<file path="src/ucdpc_pkg.sv">
// Package for the charger detection and downstream port charging block.
// Assumes a single 20 MHz core clock; all timing counts derive from it.
package ucdpc_pkg;

  // ****************************************
  // Clock and timing
  // ****************************************
  localparam int unsigned CLK_HZ          = 20_000_000;
  localparam int unsigned TICK_US         = 1000;
  localparam int unsigned TICK_CYC        = CLK_HZ / 1_000_000 * TICK_US;
  localparam int unsigned SETTLE_US       = 40;
  localparam int unsigned SETTLE_CYC      = CLK_HZ / 1_000_000 * SETTLE_US;
  localparam int unsigned RETRY_SHORT_MS  = 1000;
  localparam int unsigned RETRY_LONG_MS   = 10000;
  localparam int unsigned RETRY_FAST_MAX  = 3;

  // ****************************************
  // Register indices and fields
  // ****************************************
  localparam logic [7:0] REG_CHG_EN      = 8'h00;
  localparam logic [7:0] REG_STATUS      = 8'h01;
  localparam logic [7:0] REG_DET_CTRL    = 8'h02;
  localparam logic [7:0] REG_CUSTOM      = 8'h03;
  localparam logic [7:0] REG_COMPARE     = 8'h04;
  localparam logic [7:0] CHG_EN_RESET    = 8'h00;
  localparam logic [7:0] DET_CTRL_RESET  = 8'h01;
  localparam int unsigned ST_DONE_BIT    = 3;
  localparam int unsigned ST_IRQ_BIT     = 4;
  localparam int unsigned CTL_EN_BIT     = 0;
  localparam int unsigned CTL_ENH_BIT    = 1;
  localparam int unsigned CTL_OSC_BIT    = 2;
  localparam int unsigned CTL_CLR_BIT    = 7;
  localparam int unsigned CUS_EN_BIT     = 0;

  // ****************************************
  // Charger type codes
  // ****************************************
  localparam logic [2:0] TYPE_NONE       = 3'h0;
  localparam logic [2:0] TYPE_DCP        = 3'h1;
  localparam logic [2:0] TYPE_CDP        = 3'h2;
  localparam logic [2:0] TYPE_SDP        = 3'h3;
  localparam logic [2:0] TYPE_PROP_LOW   = 3'h4;
  localparam logic [2:0] TYPE_PROP_HIGH  = 3'h5;
  localparam logic [2:0] TYPE_PROP_SUPER = 3'h6;

  // Comparator results from the analog front end
  typedef struct packed {
    logic dp_dm_short;
    logic dm_reflects_dp;
    logic both_pulled_down;
    logic dp_at_high;
    logic dp_at_mid;
    logic dm_at_high;
    logic dm_at_mid;
  } ucdpc_cmp_t;

  // Sources applied to the upstream data pair
  typedef struct packed {
    logic dp_src;
    logic dm_src;
    logic dp_sink;
    logic dm_sink;
  } ucdpc_drive_t;

  typedef enum logic [1:0] {DET_IDLE, DET_SETTLE, DET_DONE} ucdpc_det_state_t;

endpackage : ucdpc_pkg

</file>
<file path="src/ucdpc_top.sv">
// Charger detection on the upstream port and charging control on the downstream ports.
// Assumes register strobes come from the serial register file on core_clk, and that the
// analog comparators, strap pins and over-current pins are asynchronous to core_clk.
`timescale 1ns/1ps
module ucdpc_top
  import ucdpc_pkg::*;
#(
  parameter int unsigned NUM_PORTS = 4,
  parameter int unsigned TICK_CYCLES = TICK_CYC
)(
  // Clock and reset
  input  wire logic                 core_clk,
  input  wire logic                 reset_n,
  // Hub stage and status from hub logic
  input  wire logic                 charger_detect_stage,
  input  wire logic                 wait_reference_clock_in_stage,
  input  wire logic                 reference_clock_in_running,
  input  wire logic                 hw_init_done,
  input  wire logic                 host_connected,
  input  wire logic                 ganged_power,
  input  wire logic [NUM_PORTS:1]   host_port_power,
  // Pins
  input  wire logic [NUM_PORTS:1]   charge_enable_strap,
  input  wire logic [NUM_PORTS:1]   overcurrent_sense_n,
  input  wire ucdpc_cmp_t           cmp_in,
  output ucdpc_drive_t              line_drive,
  output logic [NUM_PORTS:1]        port_power_out,
  output logic                      charger_irq,
  // Register access from the serial interface
  input  wire logic                 reg_wr,
  input  wire logic [7:0]           reg_addr,
  input  wire logic [7:0]           reg_wdata,
  output logic [7:0]                reg_rdata
);

  if (NUM_PORTS < 1 || NUM_PORTS > 7)
    $error("NUM_PORTS must be 1..7");
  if (TICK_CYCLES < 2 || TICK_CYCLES > 65536)
    $error("TICK_CYCLES must be 2..65536");

  // ****************************************
  // Input synchronisers
  // ****************************************
  localparam int unsigned SYNC_W = $bits(ucdpc_cmp_t) + 2 * NUM_PORTS;
  // Sense pins idle high; a low reset value would fake a fault on every port
  localparam logic [SYNC_W-1:0] SYNC_IDLE = {{(SYNC_W-NUM_PORTS){1'b0}}, {NUM_PORTS{1'b1}}};

  logic [SYNC_W-1:0] sync1_reg;
  logic [SYNC_W-1:0] sync2_reg;
  logic [SYNC_W-1:0] sync3_reg;
  logic [SYNC_W-1:0] filt_reg;

  // A change is accepted once the last two stages agree
  always_ff @(posedge core_clk or negedge reset_n)
  begin
    if (!reset_n)
    begin
      sync1_reg <= SYNC_IDLE;
      sync2_reg <= SYNC_IDLE;
      sync3_reg <= SYNC_IDLE;
      filt_reg  <= SYNC_IDLE;
    end
    else
    begin
      sync1_reg <= {cmp_in, charge_enable_strap, overcurrent_sense_n};
      sync2_reg <= sync1_reg;
      sync3_reg <= sync2_reg;
      for (int i = 0; i < SYNC_W; i++)
        if (sync2_reg[i] == sync3_reg[i])
          filt_reg[i] <= sync3_reg[i];
    end
  end

  ucdpc_cmp_t           cmp_s;
  logic [NUM_PORTS:1]   strap_s;
  logic [NUM_PORTS:1]   oc_s;

  assign cmp_s   = filt_reg[SYNC_W-1 -: $bits(ucdpc_cmp_t)];
  assign strap_s = filt_reg[2*NUM_PORTS-1 -: NUM_PORTS];
  assign oc_s    = ~filt_reg[NUM_PORTS-1:0];

  // ****************************************
  // Control registers
  // ****************************************
  logic [7:0]          det_ctrl_reg;
  logic [7:0]          custom_reg;
  logic [NUM_PORTS:1]  chg_en_reg;
  logic [2:0]          strap_wait_reg;
  logic                class_lock_reg;
  logic                wr_chg_en;
  logic                wr_ctrl;

  assign wr_chg_en = reg_wr && reg_addr == REG_CHG_EN;
  assign wr_ctrl   = reg_wr && reg_addr == REG_DET_CTRL;

  always_ff @(posedge core_clk or negedge reset_n)
  begin
    if (!reset_n)
    begin
      det_ctrl_reg <= DET_CTRL_RESET;
      custom_reg   <= 8'h00;
    end
    else
    begin
      if (wr_ctrl)
        det_ctrl_reg <= {1'b0, reg_wdata[6:0]};
      if (reg_wr && reg_addr == REG_CUSTOM)
        custom_reg <= reg_wdata;
    end
  end

  // Straps are caught once the synchronisers have filled after reset release
  always_ff @(posedge core_clk or negedge reset_n)
  begin
    if (!reset_n)
    begin
      strap_wait_reg <= 3'h0;
      chg_en_reg     <= '0;
      class_lock_reg <= 1'b0;
    end
    else
    begin
      if (strap_wait_reg != 3'h5)
        strap_wait_reg <= strap_wait_reg + 3'h1;
      if (strap_wait_reg == 3'h4)
        chg_en_reg <= strap_s;
      else if (wr_chg_en && !class_lock_reg)
        chg_en_reg <= reg_wdata[NUM_PORTS:1];
      if (hw_init_done && strap_wait_reg == 3'h5)
        class_lock_reg <= 1'b1;
    end
  end

  // ****************************************
  // Upstream detection state machine
  // ****************************************
  ucdpc_det_state_t state_reg;
  logic [15:0]      settle_reg;
  logic [2:0]       type_reg;
  logic             done_reg;
  logic             allow_reg;
  logic             det_allow;
  logic             custom_on;
  logic [2:0]       type_next;

  assign custom_on = custom_reg[CUS_EN_BIT];
  // The oscillator option lets a dead-battery system detect before the reference_clock_in arrives
  assign det_allow = det_ctrl_reg[CTL_EN_BIT] && !custom_on &&
                     (charger_detect_stage ||
                      (wait_reference_clock_in_stage && det_ctrl_reg[CTL_OSC_BIT]));

  always_comb
  begin
    type_next = TYPE_NONE;
    if (cmp_s.dp_at_high && cmp_s.dm_at_mid)
      type_next = TYPE_PROP_SUPER;
    else if (cmp_s.dp_at_mid && cmp_s.dm_at_high)
      type_next = TYPE_PROP_HIGH;
    else if (cmp_s.dp_at_mid && cmp_s.dm_at_mid)
      type_next = TYPE_PROP_LOW;
    else if (cmp_s.dp_dm_short)
      type_next = TYPE_DCP;
    else if (cmp_s.dm_reflects_dp && det_ctrl_reg[CTL_ENH_BIT])
      type_next = TYPE_CDP;
    else if (cmp_s.both_pulled_down)
      type_next = TYPE_SDP;
  end

  always_ff @(posedge core_clk or negedge reset_n)
  begin
    if (!reset_n)
    begin
      state_reg  <= DET_IDLE;
      settle_reg <= 16'h0000;
      type_reg   <= TYPE_NONE;
      done_reg   <= 1'b0;
      allow_reg  <= 1'b0;
    end
    else
    begin
      allow_reg <= det_allow;
      case (state_reg)
        DET_IDLE:
          if (det_allow && !allow_reg)
          begin
            state_reg  <= DET_SETTLE;
            settle_reg <= 16'(SETTLE_CYC - 1);
            type_reg   <= TYPE_NONE;
            done_reg   <= 1'b0;
          end
        DET_SETTLE:
          if (!det_allow)
            state_reg <= DET_IDLE;
          else if (settle_reg != 16'h0000)
            settle_reg <= settle_reg - 16'h0001;
          else
          begin
            type_reg  <= type_next;
            done_reg  <= 1'b1;
            state_reg <= DET_DONE;
          end
        DET_DONE:
          if (!det_allow)
            state_reg <= DET_IDLE;
        default:
          state_reg <= DET_IDLE;
      endcase
    end
  end

  // Sources on the data pair: software control while custom is enabled, else automatic during settle and off otherwise
  always_ff @(posedge core_clk or negedge reset_n)
  begin
    if (!reset_n)
      line_drive <= '0;
    else if (custom_on)
      line_drive <= custom_reg[4:1];
    else if (state_reg == DET_SETTLE)
      line_drive <= '{dp_src: 1'b1, dm_src: 1'b0, dp_sink: 1'b0, dm_sink: 1'b1};
    else
      line_drive <= '0;
  end

  // Interrupt: a new result wins over a clear in the same cycle
  logic done_rise;
  assign done_rise = (state_reg == DET_SETTLE) && det_allow && settle_reg == 16'h0000;

  always_ff @(posedge core_clk or negedge reset_n)
  begin
    if (!reset_n)
      charger_irq <= 1'b0;
    else if (done_rise)
      charger_irq <= 1'b1;
    else if (wr_ctrl && reg_wdata[CTL_CLR_BIT])
      charger_irq <= 1'b0;
  end

  // ****************************************
  // Register read-back
  // ****************************************
  always_ff @(posedge core_clk or negedge reset_n)
  begin
    if (!reset_n)
      reg_rdata <= 8'h00;
    else
      case (reg_addr)
        REG_CHG_EN:  reg_rdata <= 8'({chg_en_reg, 1'b0});
        REG_STATUS:  reg_rdata <= {3'h0, charger_irq, done_reg, type_reg};
        REG_DET_CTRL: reg_rdata <= det_ctrl_reg;
        REG_CUSTOM:  reg_rdata <= custom_reg;
        REG_COMPARE: reg_rdata <= 8'({cmp_s});
        default:     reg_rdata <= 8'h00;
      endcase
  end

  // ****************************************
  // Downstream power and over-current retry
  // ****************************************
  logic [15:0] tick_cnt_reg;
  logic        tick_reg;

  always_ff @(posedge core_clk or negedge reset_n)
  begin
    if (!reset_n)
    begin
      tick_cnt_reg <= 16'h0000;
      tick_reg     <= 1'b0;
    end
    else
    begin
      tick_reg <= tick_cnt_reg == 16'(TICK_CYCLES - 1);
      if (tick_cnt_reg == 16'(TICK_CYCLES - 1))
        tick_cnt_reg <= 16'h0000;
      else
        tick_cnt_reg <= tick_cnt_reg + 16'h0001;
    end
  end

  // Ganged mode feeds every timer the same fault, so all charging-enabled ports drop together
  logic any_oc;
  assign any_oc = |(oc_s & chg_en_reg);

  genvar p;
  generate
    for (p = 1; p <= NUM_PORTS; p++)
    begin : g_port
      logic        off_reg;
      logic [13:0] off_ms_reg;
      logic [1:0]  tries_reg;
      logic [1:0]  clean_reg;
      logic        dcp_mode;
      logic        fault;

      assign dcp_mode = chg_en_reg[p] && !host_connected && hw_init_done;
      assign fault    = ganged_power ? any_oc : oc_s[p];

      always_ff @(posedge core_clk or negedge reset_n)
      begin
        if (!reset_n)
        begin
          off_reg    <= 1'b0;
          off_ms_reg <= 14'h0000;
          tries_reg  <= 2'h0;
          clean_reg  <= 2'h0;
        end
        else if (!dcp_mode)
        begin
          off_reg   <= 1'b0;
          tries_reg <= 2'h0;
          clean_reg <= 2'h0;
        end
        else if (off_reg)
        begin
          if (tick_reg)
            off_ms_reg <= off_ms_reg - 14'h0001;
          if (tick_reg && off_ms_reg == 14'h0001)
            off_reg <= 1'b0;
        end
        else if (fault)
        begin
          off_reg   <= 1'b1;
          clean_reg <= 2'h0;
          if (tries_reg < 2'(RETRY_FAST_MAX))
          begin
            off_ms_reg <= 14'(RETRY_SHORT_MS);
            tries_reg  <= tries_reg + 2'h1;
          end
          else
            off_ms_reg <= 14'(RETRY_LONG_MS);
        end
        // Sense lags power by the synchroniser: forget tries only after three clean ticks
        else if (clean_reg != 2'h3)
        begin
          if (tick_reg)
            clean_reg <= clean_reg + 2'h1;
        end
        else
          tries_reg <= 2'h0;
      end

      always_ff @(posedge core_clk or negedge reset_n)
      begin
        if (!reset_n)
          port_power_out[p] <= 1'b0;
        else if (!chg_en_reg[p] || host_connected)
          port_power_out[p] <= host_port_power[p];
        else
          port_power_out[p] <= hw_init_done && !off_reg && !fault;
      end

    end
  endgenerate
endmodule : ucdpc_top

</file>
<file path="config.mk">
export PLATFORM = sky130hd
export DESIGN_NAME = ucdpc_top
export DESIGN_NICKNAME = d
export VERILOG_FILES = /design/src/ucdpc_pkg.sv /design/src/ucdpc_top.sv
export SDC_FILE = /design/constraint.sdc
export NUM_CORES = 1
export LEC_CHECK = 0
export BUFFER_PORTS_ARGS = -buffer_cell sky130_fd_sc_hd__buf_2
export CORE_MARGIN = 2
export CORE_UTILIZATION = 57
export CTS_BUF_LIST = sky130_fd_sc_hd__clkbuf_4 sky130_fd_sc_hd__clkbuf_8
export CTS_CLUSTER_SIZE = 16
export DETAILED_ROUTE_END_ITERATION = 8
export PLACE_DENSITY = 0.78
export SKIP_CTS_REPAIR_TIMING = 1
export SYNTH_ARGS = -nofsm -noshare
export SYNTH_HDL_FRONTEND = slang
export SYNTH_SLANG_ARGS = --single-unit
</file>
<file path="constraint.sdc">
create_clock -name core_clk -period 2 [get_ports core_clk]
set_input_delay 0.2 -clock core_clk [delete_from_list [all_inputs] [get_ports core_clk]]
set_output_delay 0.2 -clock core_clk [all_outputs]
set_load 0.01 [all_outputs]
</file>
Yosys cells after proc, flatten, opt, wreduce, memory -nomap -nowiden

Index checks and enable logic that the tools add are counted.

Register bits: 216

Muxes and demuxes: 111
Bitwise operators: 2
Add/sub/neg operators: 15
Equality and inequality tests: 63
$lt $le $gt $ge: 4
Reductions and logical operators: 84

Operators with widths:

| cell                                                                     | number |
|---|---|
| 14-bit two-way mux                                                       | 16 |
| 2-bit two-way mux                                                        | 47 |
| 16-bit two-way mux                                                       | 4 |
| 14-bit by 1-bit == test with 1-bit output (second input constant)        | 4 |
| 14-bit by 1-bit subtractor with 14-bit output (second input constant)    | 4 |
| 8-bit case mux with 5 select lines                                       | 1 |
| 3-bit AND reduction                                                      | 13 |
| 1-bit logical AND                                                        | 36 |
| 2-bit inequality test (second input constant)                            | 17 |
| 16-bit case mux with 2 select lines                                      | 1 |
| 1-bit two-way mux                                                        | 29 |
| 3-bit by 2-bit inequality test with 1-bit output (second input constant) | 8 |
| 3-bit two-way mux                                                        | 6 |
| 3-bit inequality test (second input constant)                            | 6 |
| 16-bit by 1-bit adder with 16-bit output (second input constant)         | 1 |
| 2-bit by 1-bit adder with 2-bit output (second input constant)           | 8 |
| 16-bit by 15-bit == test with 1-bit output (second input constant)       | 1 |
| 8-bit by 2-bit == test with 1-bit output (second input constant)         | 2 |
| 1-bit zero test                                                          | 16 |
| 16-bit zero test                                                         | 1 |
| 4-bit two-way mux                                                        | 4 |
| 16-bit nonzero test                                                      | 1 |
| 16-bit by 1-bit subtractor with 16-bit output (second input constant)    | 1 |
| 1-bit == test                                                            | 15 |
| other kinds (19)                                                         | 37 |

Depth between registers and ports, before layout

Gate-level depths: netlist of the first run.

Depth after elaboration: 9
Mapped depth: 9
Depth with buffers taken out: 8

Worst setup path before layout of the first run

No wires, ideal clock.

Path kind: flip-flop to flip-flop
Start point: reg settle_reg[0]
End point: reg settle_reg[15]
Required time: 1.854 ns
Path slack: -0.049 ns
Stages on the path, launching flop included: 8
Buffers on the path: 0
Period minus slack after synthesis: 2.049 ns
Arrival time: 1.903 ns
Cell sequence: dfrtp_1 inv_1 ha_1 or4b_1 or4_4 nand4_1 xor2_1 nor2_1

Word-level cells in the longest chain between the ends: 4
Elaborated cells between the ends (all ways): 7
Classes of those cells: 1 x add/sub; 1 x eq/ne; 3 x mux; 2 x reduce/logical

Ends and longest elaborated chain:

| element                                       | RTL line         | source |
|---|---|---|
| from (decl)                                   | ucdpc_top.sv:138 | `logic [15:0] settle_reg;` |
| from (signal assigned)                        | ucdpc_top.sv:187 | `settle_reg <= 16'(SETTLE_CYC - 1);` |
| from (signal assigned)                        | ucdpc_top.sv:195 | `settle_reg <= settle_reg - 16'h0001;` |
| 16-bit by 1-bit subtractor with 16-bit output | ucdpc_top.sv:195 |  |
| 16-bit two-way mux                            | ucdpc_top.sv:194 | `else if (settle_reg != 16'h0000)` |
| 16-bit two-way mux                            | ucdpc_top.sv:192 | `if (!det_allow)` |
| 16-bit case mux with 2 select lines           | ucdpc_top.sv:182 | `case (state_reg)` |

Parallel ways exist; a longest one is shown, timed or not. The select of a mux whose other input is x is not followed.
A chain may end at the register's enable or synchronous reset.

Final worst setup path of the first run

Start point: reg settle_reg[1]
End point: reg settle_reg[13]

Same word-level chain as after synthesis.

==> results.ini, run 1 <==
[critical_path]
worstPathBufferInverterCount=1
timing.critical_path.cells=inv_2, ha_4, or4b_4, or4_4, nand4_1, xor2_1, nor2_1
timing.setup.critical_path_class=register to register
crit_path_max_incr_delay_ns=0.54
worstSetupStartpointType=register
setup.reg_to_reg.worst_slack_ns=-0.12
critical_path.slowest_cell=or4_4
end_kind=register
worstPathRequired_ns=2.40
cp_top_family=simple AND/OR/NAND/NOR gates
crit_arrival_ns=2.52
path_max_fanout=5

[clocking]
h-tree-depth=2
tritoncts_clock_tree=built
clock_insertion_delay_at_the_later_pin_of_the_skew_report_ns=0.54
clock-sinks=216
clk_transition_reported_paths_ns=0.06
clock_tree.buffer_depth=3
clock-root-buffer=clkbuf_8
cts-buffers-inserted=37

[layout]
area_growth_pct=24.18
finish.utilization=0.7269
number_of_flip_flops_in_the_largest_register=56
final_area_mm2=0.01266
diodes=0
drive_gt1_frac=0.2741
num-fill-cells=1198
design.final.nets=1219

[power]
clock_power_share=0.388
seq_power_share=0.475
switching_power_w=0.002990
share_comb_of_total_power=0.138
ir_worst_vdd_v=0.0007304
power.share.switching=0.2772
p_total_w=0.01079
power_per_cell_area_mw_per_mm2=852.2
static_leak_nw=5.608
cellInternalPower_w=0.007798

[min_path]
worst_hold_path_type=primary input to register

[floorplanning]
chipHeight_um=137.7
io-pin-count=61
core.rowCount=48
core_area_mm2=0.01742
floorplan.initialDensity=0.5853
die_area_mm2=0.01897
die_width_um=137.7

[synth]
seq_area_frac_synth=0.5323
synth_cell_types=87
synth_enable_flop_cells=0
syn_nets=1023
synth_cell_area_mm2=0.01019
synth_seq_cells=216
yosys_most_used_dff=dfrtp_1
synth_warnings=0
avgSynthCellArea_um2=10.64
synth_async_sr_flop_share=1.000
netlist_instances=958

[placed_design]
place_area_mm2=0.01142
gpl_congestion=0.8256
io_buffers=59
place.detailed.hpwl_um=15700

[detailed_routing]
via_count=8349
route.detailed.drc=0
drt_pass1_iterations=5
totalWireLength_um=24120
detail-route-antenna-nets=0
routedWlPerCell_um=17.15
dr.first_iter.drc_count=603
viasPerCell=5.934

[timing]
timing_worst_slew_pin_value_ns=0.6284
setup-violations-final=16
fin_worst_hold_slack_ns=0.005860
skew_ns=0.03705
rsz0062_at_grt=true
timing_max_transition_violations_final=0
max_slew_margin=0.5779
finalWorstPathRequiredPeriod_ns=2.124
report.final.hold_viol_count=0
worst_slack_ns=-0.1239
finalCritPeriodShare=1.062
achievable-frequency_ghz=0.4708

[global_route]
grt_remaining_overflow=0
grt_pass1_wl_um=37890
grt_start_max_net_pins=71
grt_antenna_before_repair=0
grt_pass1_vias=7890
gr-usage-all-layers=0.2486

[outcome]
status=complete, but fails checks
failing_checks=negative setup slack

[flow_run]
maxCapViolations=0

==> power by group through the flow <==
| stage | combinational (W) | clock, W | sequential (W) |
|---|---|---|---|
| after floorplan | 0.000794 | 0 | 0.00512 |
| after global placement | 0.00131 | 0 | 0.00515 |
| after detailed placement | 0.00137 | 0 | 0.00517 |
| after CTS | 0.00138 | 0.00425 | 0.00510 |
| after global routing | 0.00166 | 0.00442 | 0.00517 |
| final | 0.00148 | 0.00419 | 0.00512 |
==> kinds of logic (layout without fill, tap and decap cells) <==
logic type               Yosys count  in the layout  synth area share
AO/OA/AOI/OAI                    231            231            0.1505
XOR/XNOR                          18             18           0.01546
adder cells (fa/ha/maj)           36             36           0.04050
buffers and inverters             70            294           0.02774
flip-flops                       216            216            0.5323
multiplexers                      39             39           0.04075
AND/OR/NAND/NOR                  348            348            0.1928
==> area by class of cell <==
type / instances / area (um2) / share of cell area
sequential: 216 / 5429 / 0.4288
multi-input combinational: 672 / 4614 / 0.3645
timing repair buffer: 190 / 1414 / 0.1117
clock buffer: 56 / 689.4 / 0.05446
tap: 225 / 281.5 / 0.02224
inverter: 37 / 138.9 / 0.01097
clock inverter: 11 / 92.59 / 0.007314
==> routing by layer <==
layer	routed length, um	GRT usage	share of wire	vias to the layer above
li1	-	-	-	3950
met2	11530	0.3831	0.48	255
met5	0	0	0	-
met4	532	0.08163	0.022	0
met1	10710	0.3561	0.44	4092
met3	1349	0.04930	0.056	52
==> placed cells by master, fill, tap and decap left out, drive strengths merged, types with 23 or more instances in the layout <==
| cell type | instances |
|---|---|
| a21oi | 51 |
| buf | 163 |
| clkbuf | 56 |
| dfrtp | 199 |
| dlygate4sd3 | 27 |
| inv | 38 |
| nand2 | 88 |
| nand3 | 27 |
| nor2 | 53 |
| nor3 | 33 |
| o21ai | 60 |
| or3 | 23 |
==> through the flow <==
| step | setup TNS, ns | std cells | setup WS (ns) |
|---|---|---|---|
| finish | -1.153 | 1407 | -0.1239 |
| global route | -3.644 | 1407 | -0.2161 |
| CTS | -0.4663 | 1371 | -0.07673 |
| detailed placement | -0.1734 | 1304 | -0.03376 |
| global placement | -0.03086 | 1304 | -0.01478 |
| floorplan | -0.1402 | 958 | -0.03157 |
==> worst paths after layout <==
path                                            to  cells after the start                     startpoint
max                                 settle_reg[13]                      7                  settle_reg[1]
min                                      allow_reg                      3  wait_reference_clock_in_stage
max reg2reg                         settle_reg[13]                      7                  settle_reg[1]
min reg2reg                           sync2_reg[8]                      0                   sync1_reg[8]
max in group asynchronous  g_port[1].off_ms_reg[5]                      3                        reset_n
min in group asynchronous  g_port[3].off_ms_reg[5]                      2                        reset_n
==> tightest hold or removal path: cells and delay by family <==
family | cells | cell delay [ns]
simple gates | 1 | 0.12
compound gates | 1 | 0.08
buf+inv | 1 | 0.09
==> synth_stat cells (10+ instances only) <==
master      n  area, um2
or4_1      18      135.1
nand3_1    27      135.1
or3_1      22      137.6
o21ai_0    52      260.3
mux2i_1    19      190.2
inv_1      33      123.9
dfrtp_1   199       4980
nand2b_1   16      100.1
o22ai_1    12      75.07
maj3_1     15      150.1
nor3_1     29      145.1
nand4_1    17      106.4
clkbuf_1   19      71.32
ha_1       21      262.8
nor2_1     53      198.9
and2_1     10      62.56
mux2_2     20      225.2
dfstp_2    17      446.7
nor4_1     11      68.82
a21oi_1    51      255.2
a31oi_1    14      87.58
nand2_1    88      330.3
o31ai_1    15      112.6
Note: power is estimated with default switching activity, not from simulation.
==> inputs of run 2 (changes only) <==
Clock period 2 ns to 1.8 ns, I/O delays scaled along.
==> run 2 against run 1 <==
Compared with the run above:
- the run still ends with negative setup slack left
- first-iteration DRC count rose by 29%
- setup slack got worse by 0.20 ns
- highest routed layer unchanged
- critical endpoint unchanged
- core utilization rose by 7.7 points
- sequential cell count did not move
- register-to-register slack got worse by 0.20 ns
==> results.ini, run 2 (synthesis gave the netlist of run 1 again) <==
[timing]
timing_worst_slew_pin_value_ns=0.6042  ; was 0.6284 ns
timing_max_transition_violations_final=0  ; unchanged
rsz0062_at_grt=true  ; unchanged
setup-violations-final=56  ; was 16
worst_slack_ns=-0.3230  ; was -0.1239 ns
achievable-frequency_ghz=0.4710  ; was 0.4708 GHz
max_slew_margin=0.5972  ; was 0.5779
finalWorstPathRequiredPeriod_ns=2.123  ; was 2.124 ns
report.final.hold_viol_count=0  ; unchanged
skew_ns=0.03924  ; was 0.03705 ns
finalCritPeriodShare=1.179  ; was 1.062

[global_route]
grt_antenna_before_repair=0  ; unchanged
grt_start_max_net_pins=63  ; was 71
grt_pass1_wl_um=41210  ; was 37890 um
gr-usage-all-layers=0.2734  ; was 0.2486
grt_pass1_vias=8554  ; was 7890
grt_remaining_overflow=0  ; unchanged

[floorplanning]
floorplan.initialDensity=0.5853  ; unchanged
chipHeight_um=137.7  ; unchanged
die_area_mm2=0.01897  ; unchanged
die_width_um=137.7  ; unchanged
core_area_mm2=0.01742  ; unchanged
io-pin-count=61  ; unchanged
core.rowCount=48  ; unchanged

[placed_design]
io_buffers=59  ; unchanged
gpl_congestion=0.8553  ; was 0.8256
place.detailed.hpwl_um=17190  ; was 15700 um
preCtsSetupSlack_ns=-0.2960  ; was -0.03376 ns
place_area_mm2=0.01196  ; was 0.01142 mm2

[layout]
area_growth_pct=37.28  ; was 24.18%
finish.utilization=0.8036  ; was 0.7269
design.final.nets=1313  ; was 1219
diodes=0  ; unchanged
number_of_flip_flops_in_the_largest_register=56  ; unchanged
most-common-layout-cells=dfrtp_1, buf_4, nand2_1  ; unchanged
drive_gt1_frac=0.3884  ; was 0.2741
most_frequent_standard_cell_in_the_layout_excluding_fill_and_tap_cells=dfrtp_1  ; unchanged
final_area_mm2=0.01400  ; was 0.01266 mm2

[clocking]
clk_transition_reported_paths_ns=0.06  ; about the same
tritoncts_clock_tree=built  ; unchanged
clock_tree.buffer_depth=3  ; unchanged
clock-sinks=216  ; unchanged
h-tree-depth=2  ; unchanged
clock_insertion_delay_at_the_later_pin_of_the_skew_report_ns=0.55  ; was 0.54 ns
cts-buffers-inserted=37  ; unchanged
clock-root-buffer=clkbuf_8  ; unchanged

[power]
seq_power_share=0.445  ; was 0.475
cellInternalPower_w=0.009154  ; was 0.007798 W
clock_power_share=0.374  ; was 0.388
switching_power_w=0.003682  ; was 0.002990 W
share_comb_of_total_power=0.181  ; was 0.138
static_leak_nw=6.210  ; was 5.608 nW
power.share.switching=0.2869  ; was 0.2772
power_per_cell_area_mw_per_mm2=917.2  ; was 852.2 mW/mm2
ir_worst_vdd_v=0.0009034  ; was 0.0007304 V

[outcome]
status=complete, but fails checks  ; unchanged
failing_checks=negative setup slack  ; unchanged

[critical_path]
worstSetupStartpointType=register  ; unchanged
reg2regPathDepth=7  ; unchanged
timing.setup.critical_path_class=register to register  ; unchanged
worstPathRequired_ns=2.21  ; was 2.40 ns
crit_arrival_ns=2.53  ; was 2.52 ns
path_max_fanout=5  ; unchanged
end_kind=register  ; unchanged

[detailed_routing]
viasPerCell=6.317  ; was 5.934
route.detailed.drc=0  ; unchanged
totalWireLength_um=31130  ; was 24120 um
dr.first_iter.drc_count=776  ; was 603
routedWlPerCell_um=20.79  ; was 17.15 um
via_count=9456  ; was 8349
drt_pass1_iterations=7  ; was 5
detail-route-antenna-nets=0  ; unchanged

[min_path]
worst_hold_path_type=primary input to register  ; unchanged
worst_hold_path.num_cells=3  ; unchanged

[flow_run]
maxCapViolations=0  ; unchanged

run 2: changes by cell type in the layout (fill, tap and decap cells not counted), moves of 7 or more:
cell     delta
a21oi_1    -10
a21oi_2    +10
buf_4      +65
buf_6      +25
nand2_1     -7
nand2_2     +7
o21ai_0    -16
o21ai_2    +12
run 2: cell type report:
| cell class | count | area [um2] |
|---|---|---|
| Fill cell | 916 | 3421 |
| Sequential cell | 216 | 5433 |
| Clock buffer | 58 | 698.2 |
| Inverter | 37 | 143.9 |
| Tap cell | 225 | 281.5 |
| Timing Repair Buffer | 281 | 2208 |
| Clock inverter | 5 | 85.08 |
| Multi-Input combinational cell | 675 | 5146 |
run 2: power by group through the flow:
stage	sequential (W)	clock [W]	combinational, W
global route	0.00574	0.00507	0.00252
CTS	0.00565	0.00481	0.00185
detailed placement	0.00572	0	0.00183
global placement	0.00570	0	0.00177
finish	0.00571	0.00480	0.00233
floorplan	0.00569	0	0.000897
run 2: worst paths after layout:
kind / end / startpoint / slack [ns]
max reg2reg: settle_reg[13] / settle_reg[1] / -0.32
min: allow_reg / charger_detect_stage / 0.003
max in group asynchronous: g_port[1].off_ms_reg[1] / reset_n / 0.96
min reg2reg: sync2_reg[10] / sync1_reg[10] / 0.35
max: settle_reg[13] / settle_reg[1] / -0.32
min in group asynchronous: g_port[2].off_ms_reg[6] / reset_n / 0.14
run 2: per-layer routing:
metal / routed length (um) / vias up / track usage
met2: 15720 / 512 / 0.4461
met1: 11830 / 4665 / 0.3679
li1: - / 4148 / -
met3: 2340 / 131 / 0.05224
met5: 0 / - / 0
met4: 1234 / 0 / 0.09637
run 2: critical path, stage by stage (launching register included):
cell and delay, ns:
dfrtp_1 0.38, inv_2 0.09, ha_4 0.13, or4b_4 0.48, or4_4 0.55, nand4_1 0.15
xor2_1 0.15, nor2_1 0.05
run 2: per-stage QoR:
stage	power (W)	hold WS, ns	instances	setup TNS [ns]
CTS	0.01231	-0.4456	1433	-9.859
detailed placement	0.007558	0.1187	1370	-9.628
floorplan	0.006592	-0.1156	958	-2.418
finish	0.01284	0.003278	1497	-8.854
global route	0.01333	0.005285	1497	-12.74
global placement	0.007462	0.1151	1370	-5.712
